[config.mk]
export PLATFORM = sky130hd
export DESIGN_NAME = ahst_trigger
export DESIGN_NICKNAME = d
export VERILOG_FILES = /design/src/core/ahst_cause_mux.v /design/src/core/ahst_trigger.v
export VERILOG_INCLUDE_DIRS = /design/src /design/src/shared
export SDC_FILE = /design/constraint.sdc
export NUM_CORES = 1
export LEC_CHECK = 0
export ABC_AREA = 1
export CAP_MARGIN = 20
export CORE_MARGIN = 4
export CORE_UTILIZATION = 60
export CTS_BUF_LIST = sky130_fd_sc_hd__clkbuf_8 sky130_fd_sc_hd__clkbuf_16
export DETAILED_ROUTE_END_ITERATION = 16
export DONT_BUFFER_PORTS = 1
export GPL_ROUTABILITY_DRIVEN = 0
export GPL_TIMING_DRIVEN = 1
export PLACE_DENSITY = 0.76
export REMOVE_ABC_BUFFERS = 1
export SKIP_CTS_REPAIR_TIMING = 1
export SYNTH_ARGS = -nofsm -noshare
export SYNTH_HDL_FRONTEND = slang
export SYNTH_SLANG_ARGS = --single-unit
export TNS_END_PERCENT = 1
[constraint.sdc]
create_clock -name clk_sys -period 1.5 [get_ports clk_sys]
set_input_delay 0.3 -clock clk_sys [delete_from_list [all_inputs] [get_ports clk_sys]]
set_output_delay 0.3 -clock clk_sys [all_outputs]
set_load 0.01 [all_outputs]
[src/shared/ahst_defs.vh]
`ifndef AHST_DEFS_VH
`define AHST_DEFS_VH
// register byte offsets
`define AHST_OFF_CAUSE 12'h000
`define AHST_OFF_SWTRG 12'h004
`define AHST_OFF_ENAB 12'h008
`define AHST_OFF_STAT 12'h00C
// cause field positions
`define AHST_CH14_LSB 8
`define AHST_CH14_MSB 11
`define AHST_CH15_LSB 12
`define AHST_CH15_MSB 15
// reset values
`define AHST_RST_CAUSE 16'h0000
`define AHST_RST_SWTRG 8'hFC
`define AHST_RST_ENAB 8'h00
`define AHST_SWTRG_FILL 6'h3F
// software trigger bits
`define AHST_SW0_BIT 0
`define AHST_SW1_BIT 1
// cause codes
`define AHST_C_SW0 4'hE
`define AHST_C_SW1 4'hF
// enable bit of channels 14 and 15
`define AHST_EN_CH14 6
`define AHST_EN_CH15 7
`endif

[src/core/ahst_cause_mux.v]
`timescale 1ns/100ps
`include "ahst_defs.vh"
// selects one trigger event for one channel from its 4-bit cause code
module ahst_cause_mux (
    input wire [3:0] cause,
    input wire [3:0] pwm_uf_or_match,
    input wire [3:0] pwm_match,
    input wire capture_unit_zero_evt,
    input wire capture_unit_one_evt,
    input wire gtm_ovf,
    input wire capture_unit_fifteen_evt,
    input wire free_timer_sixteen_evt,
    input wire free_timer_seventeen_evt,
    input wire sw0_evt,
    input wire sw1_evt,
    output reg hit
);
    always @* begin
        case (cause)
            4'h0: hit = pwm_uf_or_match[0]; // [RULE_03]
            4'h1: hit = pwm_uf_or_match[1]; // [RULE_03]
            4'h2: hit = pwm_uf_or_match[2]; // [RULE_03]
            4'h3: hit = pwm_uf_or_match[3]; // [RULE_03]
            4'h4: hit = pwm_match[0]; // [RULE_03]
            4'h5: hit = pwm_match[1]; // [RULE_03]
            4'h6: hit = pwm_match[2]; // [RULE_03]
            4'h7: hit = pwm_match[3]; // [RULE_03]
            4'h8: hit = capture_unit_zero_evt; // [RULE_04]
            4'h9: hit = capture_unit_one_evt; // [RULE_04]
            4'hA: hit = gtm_ovf; // [RULE_04]
            4'hB: hit = capture_unit_fifteen_evt; // [RULE_04]
            4'hC: hit = free_timer_sixteen_evt; // [RULE_05]
            4'hD: hit = free_timer_seventeen_evt; // [RULE_05]
            `AHST_C_SW0: hit = sw0_evt; // [RULE_06]
            `AHST_C_SW1: hit = sw1_evt; // [RULE_06]
            default: hit = 1'b0;
        endcase
    end
endmodule

[src/core/ahst_trigger.v]
// Register access over APB and the register offsets were chosen for this implementation.
`timescale 1ns/100ps
`include "ahst_defs.vh"
// How it works
// RULE_01 - cause bits 11:8 pick channel 14 event
// RULE_02 - cause bits 15:12 pick channel 15 event
// RULE_03 - codes 0-7 select pwm pair events
// RULE_04 - codes 8-11 capture and timer overflow
// RULE_05 - codes 12,13 select free timers
// RULE_06 - codes 14,15 select software triggers
// RULE_07 - two software trigger bits start conversion
// RULE_08 - trigger bits never cleared by hardware
// RULE_09 - only rising edge of bit triggers
// RULE_10 - trigger during conversion waits pending
// RULE_11 - both bits: trigger 1 then 0
// RULE_12 - software trigger register resets to FC
// RULE_13 - any of four reset sources resets
// RULE_14 - eight enable bits, bits 0-3 channels 0-3
// RULE_15 - enable one permits, zero blocks conversion
// RULE_16 - enable register resets to zero
// RULE_17 - enable bits 4-7 channels 12-15
// RULE_18 - cause register written as whole word
// RULE_19 - start one clock after strobe-synced flag
// RULE_20 - disabled channel never starts conversion
module ahst_trigger (
    input wire clk_sys,
    input wire sys_rst,
    input wire ext_reset_pin_n,
    input wire break_instruction,
    input wire watchdog_overflow,
    input wire opcode_trap,
    input wire psel,
    input wire penable,
    input wire pwrite,
    input wire [11:0] paddr,
    input wire [31:0] pwdata,
    input wire [3:0] pstrb,
    output reg [31:0] prdata,
    output reg pready,
    output reg pslverr,
    input wire machine_cycle_strobe,
    input wire [3:0] pwm_uf_or_match,
    input wire [3:0] pwm_match,
    input wire capture_unit_zero_evt,
    input wire capture_unit_one_evt,
    input wire gtm_ovf,
    input wire capture_unit_fifteen_evt,
    input wire free_timer_sixteen_evt,
    input wire free_timer_seventeen_evt,
    input wire conv_busy,
    output reg [7:0] chan_enable,
    output reg interrupt_request_flag,
    output reg start_ch14,
    output reg start_ch15
);
    reg [1:0] pin_sync_q;
    reg [15:0] cause_q;
    reg [1:0] sw_q;
    reg [7:0] enab_q;
    reg [1:0] sw_prev_q;
    reg [1:0] sw_pend_q;
    reg [1:0] ev_lat_q;
    reg [1:0] busy_q;
    wire any_rst;
    wire setup;
    wire wr_acc;
    wire [1:0] sw_rise;
    wire [1:0] sw_fire;
    wire hit14;
    wire hit15;
    wire [1:0] fire;
    reg [31:0] rdata_d;
    reg rsel_ok;
    reg [2:0] sv_state_q;
    reg [2:0] sv_state_d;
    reg [1:0] sw_pend_d;
    reg [1:0] ev_lat_d;
    reg [1:0] busy_d;
    reg flag_d;
    wire sv_idle;
    wire any_start;

    // software service: idle, waiting for the start, converting
    localparam [2:0] SV_IDLE = 3'b001;
    localparam [2:0] SV_LAUNCH = 3'b010;
    localparam [2:0] SV_CONV = 3'b100;
    localparam [7:0] SWTRG_RST = `AHST_RST_SWTRG;

    // pin reset is outside the clock domain
    always @(posedge clk_sys) begin
        pin_sync_q <= {pin_sync_q[0], ~ext_reset_pin_n};
    end

    assign any_rst = sys_rst | pin_sync_q[1] | break_instruction
        | watchdog_overflow | opcode_trap; // [RULE_13]

    // zero wait state slave: ready in the access cycle
    assign setup = psel & ~penable;
    assign wr_acc = psel & penable & pwrite & pready;

    always @(posedge clk_sys) begin
        if (any_rst) begin
            cause_q <= `AHST_RST_CAUSE;
            sw_q <= SWTRG_RST[`AHST_SW1_BIT:`AHST_SW0_BIT]; // [RULE_12]
            enab_q <= `AHST_RST_ENAB; // [RULE_16]
        end else if (wr_acc) begin
            case (paddr)
                `AHST_OFF_CAUSE: begin
                    // whole word only, partial strobes ignored
                    if (pstrb[1:0] == 2'h3) begin
                        cause_q <= pwdata[15:0]; // [RULE_18]
                    end
                end
                `AHST_OFF_SWTRG: begin
                    if (pstrb[0]) begin
                        sw_q <= pwdata[1:0]; // [RULE_07] [RULE_08]
                    end
                end
                `AHST_OFF_ENAB: begin
                    if (pstrb[0]) begin
                        enab_q <= pwdata[7:0]; // [RULE_14] [RULE_17]
                    end
                end
                default: begin
                end
            endcase
        end
    end

    always @* begin
        rdata_d = 32'h0000_0000;
        rsel_ok = 1'b1;
        case (paddr)
            `AHST_OFF_CAUSE: rdata_d = {16'h0000, cause_q};
            `AHST_OFF_SWTRG: rdata_d = {24'h000000, `AHST_SWTRG_FILL, sw_q}; // [RULE_12]
            `AHST_OFF_ENAB: rdata_d = {24'h000000, enab_q};
            `AHST_OFF_STAT: rdata_d = {28'h0000000, sw_pend_q, busy_q};
            default: rsel_ok = 1'b0;
        endcase
    end

    always @(posedge clk_sys) begin
        if (any_rst) begin
            prdata <= 32'h0000_0000;
            pready <= 1'b0;
            pslverr <= 1'b0;
        end else begin
            pready <= setup;
            pslverr <= setup & ~rsel_ok;
            if (setup & ~pwrite) begin
                prdata <= rdata_d;
            end
        end
    end

    // rising edges of software trigger bits
    assign sw_rise = sw_q & ~sw_prev_q; // [RULE_09]

    // pending software requests; sw1 served before sw0, one at a time
    assign sv_idle = (sv_state_q == SV_IDLE);
    assign any_start = start_ch14 | start_ch15;
    assign sw_fire[1] = sw_pend_q[1] & ~conv_busy & sv_idle; // [RULE_10] [RULE_11]
    assign sw_fire[0] = sw_pend_q[0] & ~sw_pend_q[1] & ~conv_busy & sv_idle; // [RULE_11]

    ahst_cause_mux u_mux14 (
        .cause(cause_q[`AHST_CH14_MSB:`AHST_CH14_LSB]), // [RULE_01]
        .pwm_uf_or_match(pwm_uf_or_match),
        .pwm_match(pwm_match),
        .capture_unit_zero_evt(capture_unit_zero_evt),
        .capture_unit_one_evt(capture_unit_one_evt),
        .gtm_ovf(gtm_ovf),
        .capture_unit_fifteen_evt(capture_unit_fifteen_evt),
        .free_timer_sixteen_evt(free_timer_sixteen_evt),
        .free_timer_seventeen_evt(free_timer_seventeen_evt),
        .sw0_evt(sw_fire[`AHST_SW0_BIT]),
        .sw1_evt(sw_fire[`AHST_SW1_BIT]),
        .hit(hit14)
    );

    ahst_cause_mux u_mux15 (
        .cause(cause_q[`AHST_CH15_MSB:`AHST_CH15_LSB]), // [RULE_02]
        .pwm_uf_or_match(pwm_uf_or_match),
        .pwm_match(pwm_match),
        .capture_unit_zero_evt(capture_unit_zero_evt),
        .capture_unit_one_evt(capture_unit_one_evt),
        .gtm_ovf(gtm_ovf),
        .capture_unit_fifteen_evt(capture_unit_fifteen_evt),
        .free_timer_sixteen_evt(free_timer_sixteen_evt),
        .free_timer_seventeen_evt(free_timer_seventeen_evt),
        .sw0_evt(sw_fire[`AHST_SW0_BIT]),
        .sw1_evt(sw_fire[`AHST_SW1_BIT]),
        .hit(hit15)
    );

    // disabled channels ignore their events
    assign fire = {hit15 & enab_q[`AHST_EN_CH15],
                   hit14 & enab_q[`AHST_EN_CH14]}; // [RULE_15] [RULE_20]

    // a software request stays in flight until its conversion has ended,
    // so the second of two requests cannot merge into the first
    always @* begin
        sv_state_d = sv_state_q;
        case (sv_state_q)
            SV_IDLE: begin
                // a request that reaches no enabled channel is spent at once
                if ((|sw_fire) && (|fire)) begin
                    sv_state_d = SV_LAUNCH;
                end
            end
            SV_LAUNCH: begin
                if (any_start) begin
                    sv_state_d = SV_CONV;
                end
            end
            SV_CONV: begin
                if (!conv_busy) begin
                    sv_state_d = SV_IDLE;
                end
            end
            default: begin
                sv_state_d = SV_IDLE;
            end
        endcase
    end

    always @* begin
        // new edge wins over a served request
        sw_pend_d = (sw_pend_q & ~sw_fire) | sw_rise; // [RULE_10]
        // event caught, flag set on next strobe
        if (machine_cycle_strobe) begin
            ev_lat_d = 2'h0;
            flag_d = |(ev_lat_q | fire); // [RULE_19]
            busy_d = ev_lat_q | fire;
        end else begin
            ev_lat_d = ev_lat_q | fire;
            flag_d = 1'b0;
            busy_d = 2'h0;
        end
    end

    always @(posedge clk_sys) begin
        if (any_rst) begin
            sw_prev_q <= 2'h0;
            sw_pend_q <= 2'h0;
            ev_lat_q <= 2'h0;
            busy_q <= 2'h0;
            sv_state_q <= SV_IDLE;
            interrupt_request_flag <= 1'b0;
            start_ch14 <= 1'b0;
            start_ch15 <= 1'b0;
            chan_enable <= `AHST_RST_ENAB;
        end else begin
            sw_prev_q <= sw_q;
            sw_pend_q <= sw_pend_d;
            ev_lat_q <= ev_lat_d;
            busy_q <= busy_d;
            sv_state_q <= sv_state_d; // [RULE_11]
            interrupt_request_flag <= flag_d;
            // conversion starts one clock after the flag
            start_ch14 <= busy_q[0]; // [RULE_19]
            start_ch15 <= busy_q[1]; // [RULE_19]
            chan_enable <= enab_q;
        end
    end
endmodule

==> impl_results.md <==
* Status: finished, final reports clean
* Design area at 3660 sq um
* Worst-Skew Late Latency at 350 ps
* RSZ-0062 raised after global routing: yes
* CTS buffer count at 9
* Synthesized area at approximately 3200 sq um
* R2R Setup Slk at 20 ps
* Crit path time final at between 1000 and 1500 ps
* Commonest cells after routing, fill and taps aside: nand2_1, dfxtp_1, nor2_1
* Period Utilization, post-route at 98.4%
* Vias per cell at about 5.3
* Fraction of layout cells with a size suffix above 1 at 15.9%
* Antenna-violating nets left at 0
* Pwr dens at 929 nW/um^2
* Area after DPL at 3370 sq um
* Largest net degree at the start of global routing at 38
* Commonest non-fill, non-tap cell in the layout: nand2_1
* Cell breakdown of the critical path: inv_1 > nor2_1 > nand3_1 > nand2_1 > nor2_1 > nand3_1 > nand2_1 > nand2_2 > nand2_1 > nand2_1 > nand3_1
* Rows at 26
* # port buffers at 0
* Tot GR Track Use at 24.0%
* Die area at roughly 6600 sq um
* Nets@finish at approximately 550
* Final Setup Violations at 0
* Core area at around 5100 sq um
* Mean Syn Cell Area at 7.06 sq um
* Fin Setup TNS at 0 ps
* Routed WL per cell at about 14 microns
* Max frequency at 0.677 GHz
* Max H-tree Level at 3
* Clock transition at path regs at 70 ps
* WS Path Type: flip-flop to flip-flop
* DR pass1 iterations at 5
* Sequential fraction of the synthesis area at 42.5%
* Die X at ~80 microns
* Maxcap violations at 0
* WL final at 7.56 mm
* Grt total ovfl at 0
* Max Slew Vio Count at 0
* Final worst setup slack at 23.3 ps
* Crit Path Max Fanout at 3
* Ports at 118
* Yosys reg bits at 68
* Place WS at approximately 3.3 ps
* Footprint of the multi-input gates at 1540 sq um
* Fillers at 458
* Ant. Diodes at 0
* Antenna violations before repair at 0
* Post-Syn Instances at 454
* DRC at 0
* Clk sinks at 68
* Final hold vios at 0
* CP max stage delay at 370 ps
* Data arrival time at the worst-slack endpoint at 1700 ps
* Critical path endpoint category: flip-flop
* Clock Tree Buf Depth at 2
* Register Area at 1380 sq um
* CTS tree: done
* Synth cell types at 31
* Static Leak at 0.00155 uW
* Initial Utilization at 62.3%
* Die Height at 81.1 microns
* Synthesis warning total at 0
* VDD IR max at 787 uV
* CP Data Required Time at 1730 ps
* First-pass GRT wire length at 12.0 mm
* Via count of the first global-routing pass at 2,696
* First DRT Iteration DRCs at 168
* Routed vias at ~3,000
* Post-DP HPWL at ~5.7 mm
* Layout area overhead at 14.3%
* Critical path startpoint category: flip-flop
* Most common cell on crit path: nand2_1
* Clock Root Buffer: clkbuf_8
* Hold Path Class: input pin to flip-flop
* Slowest CP cell: dfxtp_1
* Setup Skew at 6.16 ps
final cells by class:
cell class                 count  area share (%)
multi-input combinational    318            42.0
sequential                    68            37.6
timing repair buffer          31            7.04
inverter                      52            5.40
clock buffer                  11            4.14
tap                           70            2.39
clock inverter                 5            1.44
cells by family after synthesis:
family / synth area share, %
flops: 42.5
simple gates: 30.2
compound gates: 14.7
other cells: 0.117
buf+inv: 12.5
registers in the layout (all words and copies together) (netlist names), 3 cells and up:
signal / flops
enab_q: 8
sv_state_q: 3
cause_q: 16
chan_enable: 8
prdata: 16
power breakdown:
group	switching [uW]	internal (uW)
Sequential	1.86	1800
Clock	654	846
Combinational	67.1	28.8
Total	723	2680
synth_stat cells:
library cell / instances / area share, %
or4_1: 1 / 0.23
nor2_1: 60 / 7.0
conb_1: 1 / 0.12
o21ai_0: 46 / 7.2
dfxtp_1: 68 / 43
nand4_1: 4 / 0.78
inv_2: 1 / 0.12
nor2_2: 1 / 0.20
nor2_4: 3 / 1.1
nand2_4: 1 / 0.35
inv_1: 48 / 5.6
nand4_2: 2 / 0.78
o211ai_1: 4 / 0.94
buf_6: 2 / 0.70
o21ai_1: 2 / 0.31
or3b_2: 1 / 0.27
and2_1: 2 / 0.39
nor3_1: 14 / 2.2
nand2_1: 83 / 9.7
nor3_2: 2 / 0.63
a21oi_1: 40 / 6.2
or2_2: 2 / 0.39
buf_2: 5 / 0.78
and3_1: 1 / 0.20
nor3_4: 2 / 1.0
nand2_2: 4 / 0.78
buf_4: 17 / 4.0
inv_4: 1 / 0.20
clkbuf_1: 7 / 0.82
clkinv_1: 2 / 0.23
nand3_1: 27 / 4.2
worst paths after layout:
kind         cells past startpoint       endpoint                 start
max                             11  sv_state_q[0]          sw_pend_q[1]
max reg2reg                     11  sv_state_q[0]          sw_pend_q[1]
min reg2reg                      0  pin_sync_q[1]         pin_sync_q[0]
min                              1    ev_lat_q[0]  machine_cycle_strobe
metrics by stage:
| step | std cells | total power (uW) | hold WS [ps] | utilization (%) |
|---|---|---|---|---|
| 2_1_floorplan | 438 | 1920 | 310 | - |
| 3_3_place_gp | 536 | 1940 | 313 | 65.5 |
| 3_5_place_dp | 536 | 1940 | 327 | 65.5 |
| 4_1_cts | 552 | 3430 | -3.38 | 69.5 |
| 5_1_grt | 555 | 3530 | 2.75 | 71.2 |
| 6_report | 555 | 3400 | 24.8 | 71.2 |
routing by layer:
| metal | share of wire (%) | vias up | track usage (%) | wire length, microns |
|---|---|---|---|---|
| met5 | 0 | - | 0 | 0 |
| met2 | 49 | 102 | 37.6 | 3710 |
| met4 | 2.5 | 0 | 10.5 | 187 |
| li1 | - | 1487 | - | - |
| met3 | 7.7 | 17 | 8.87 | 585 |
| met1 | 41 | 1347 | 29.6 | 3080 |
worst max-delay path: cells and delay by family, from the launching register on:
family	cells	cell delay (ps)
buf+inv	1	80
flops	1	370
simple gates	10	900
Power figures use the tool's default switching activity.
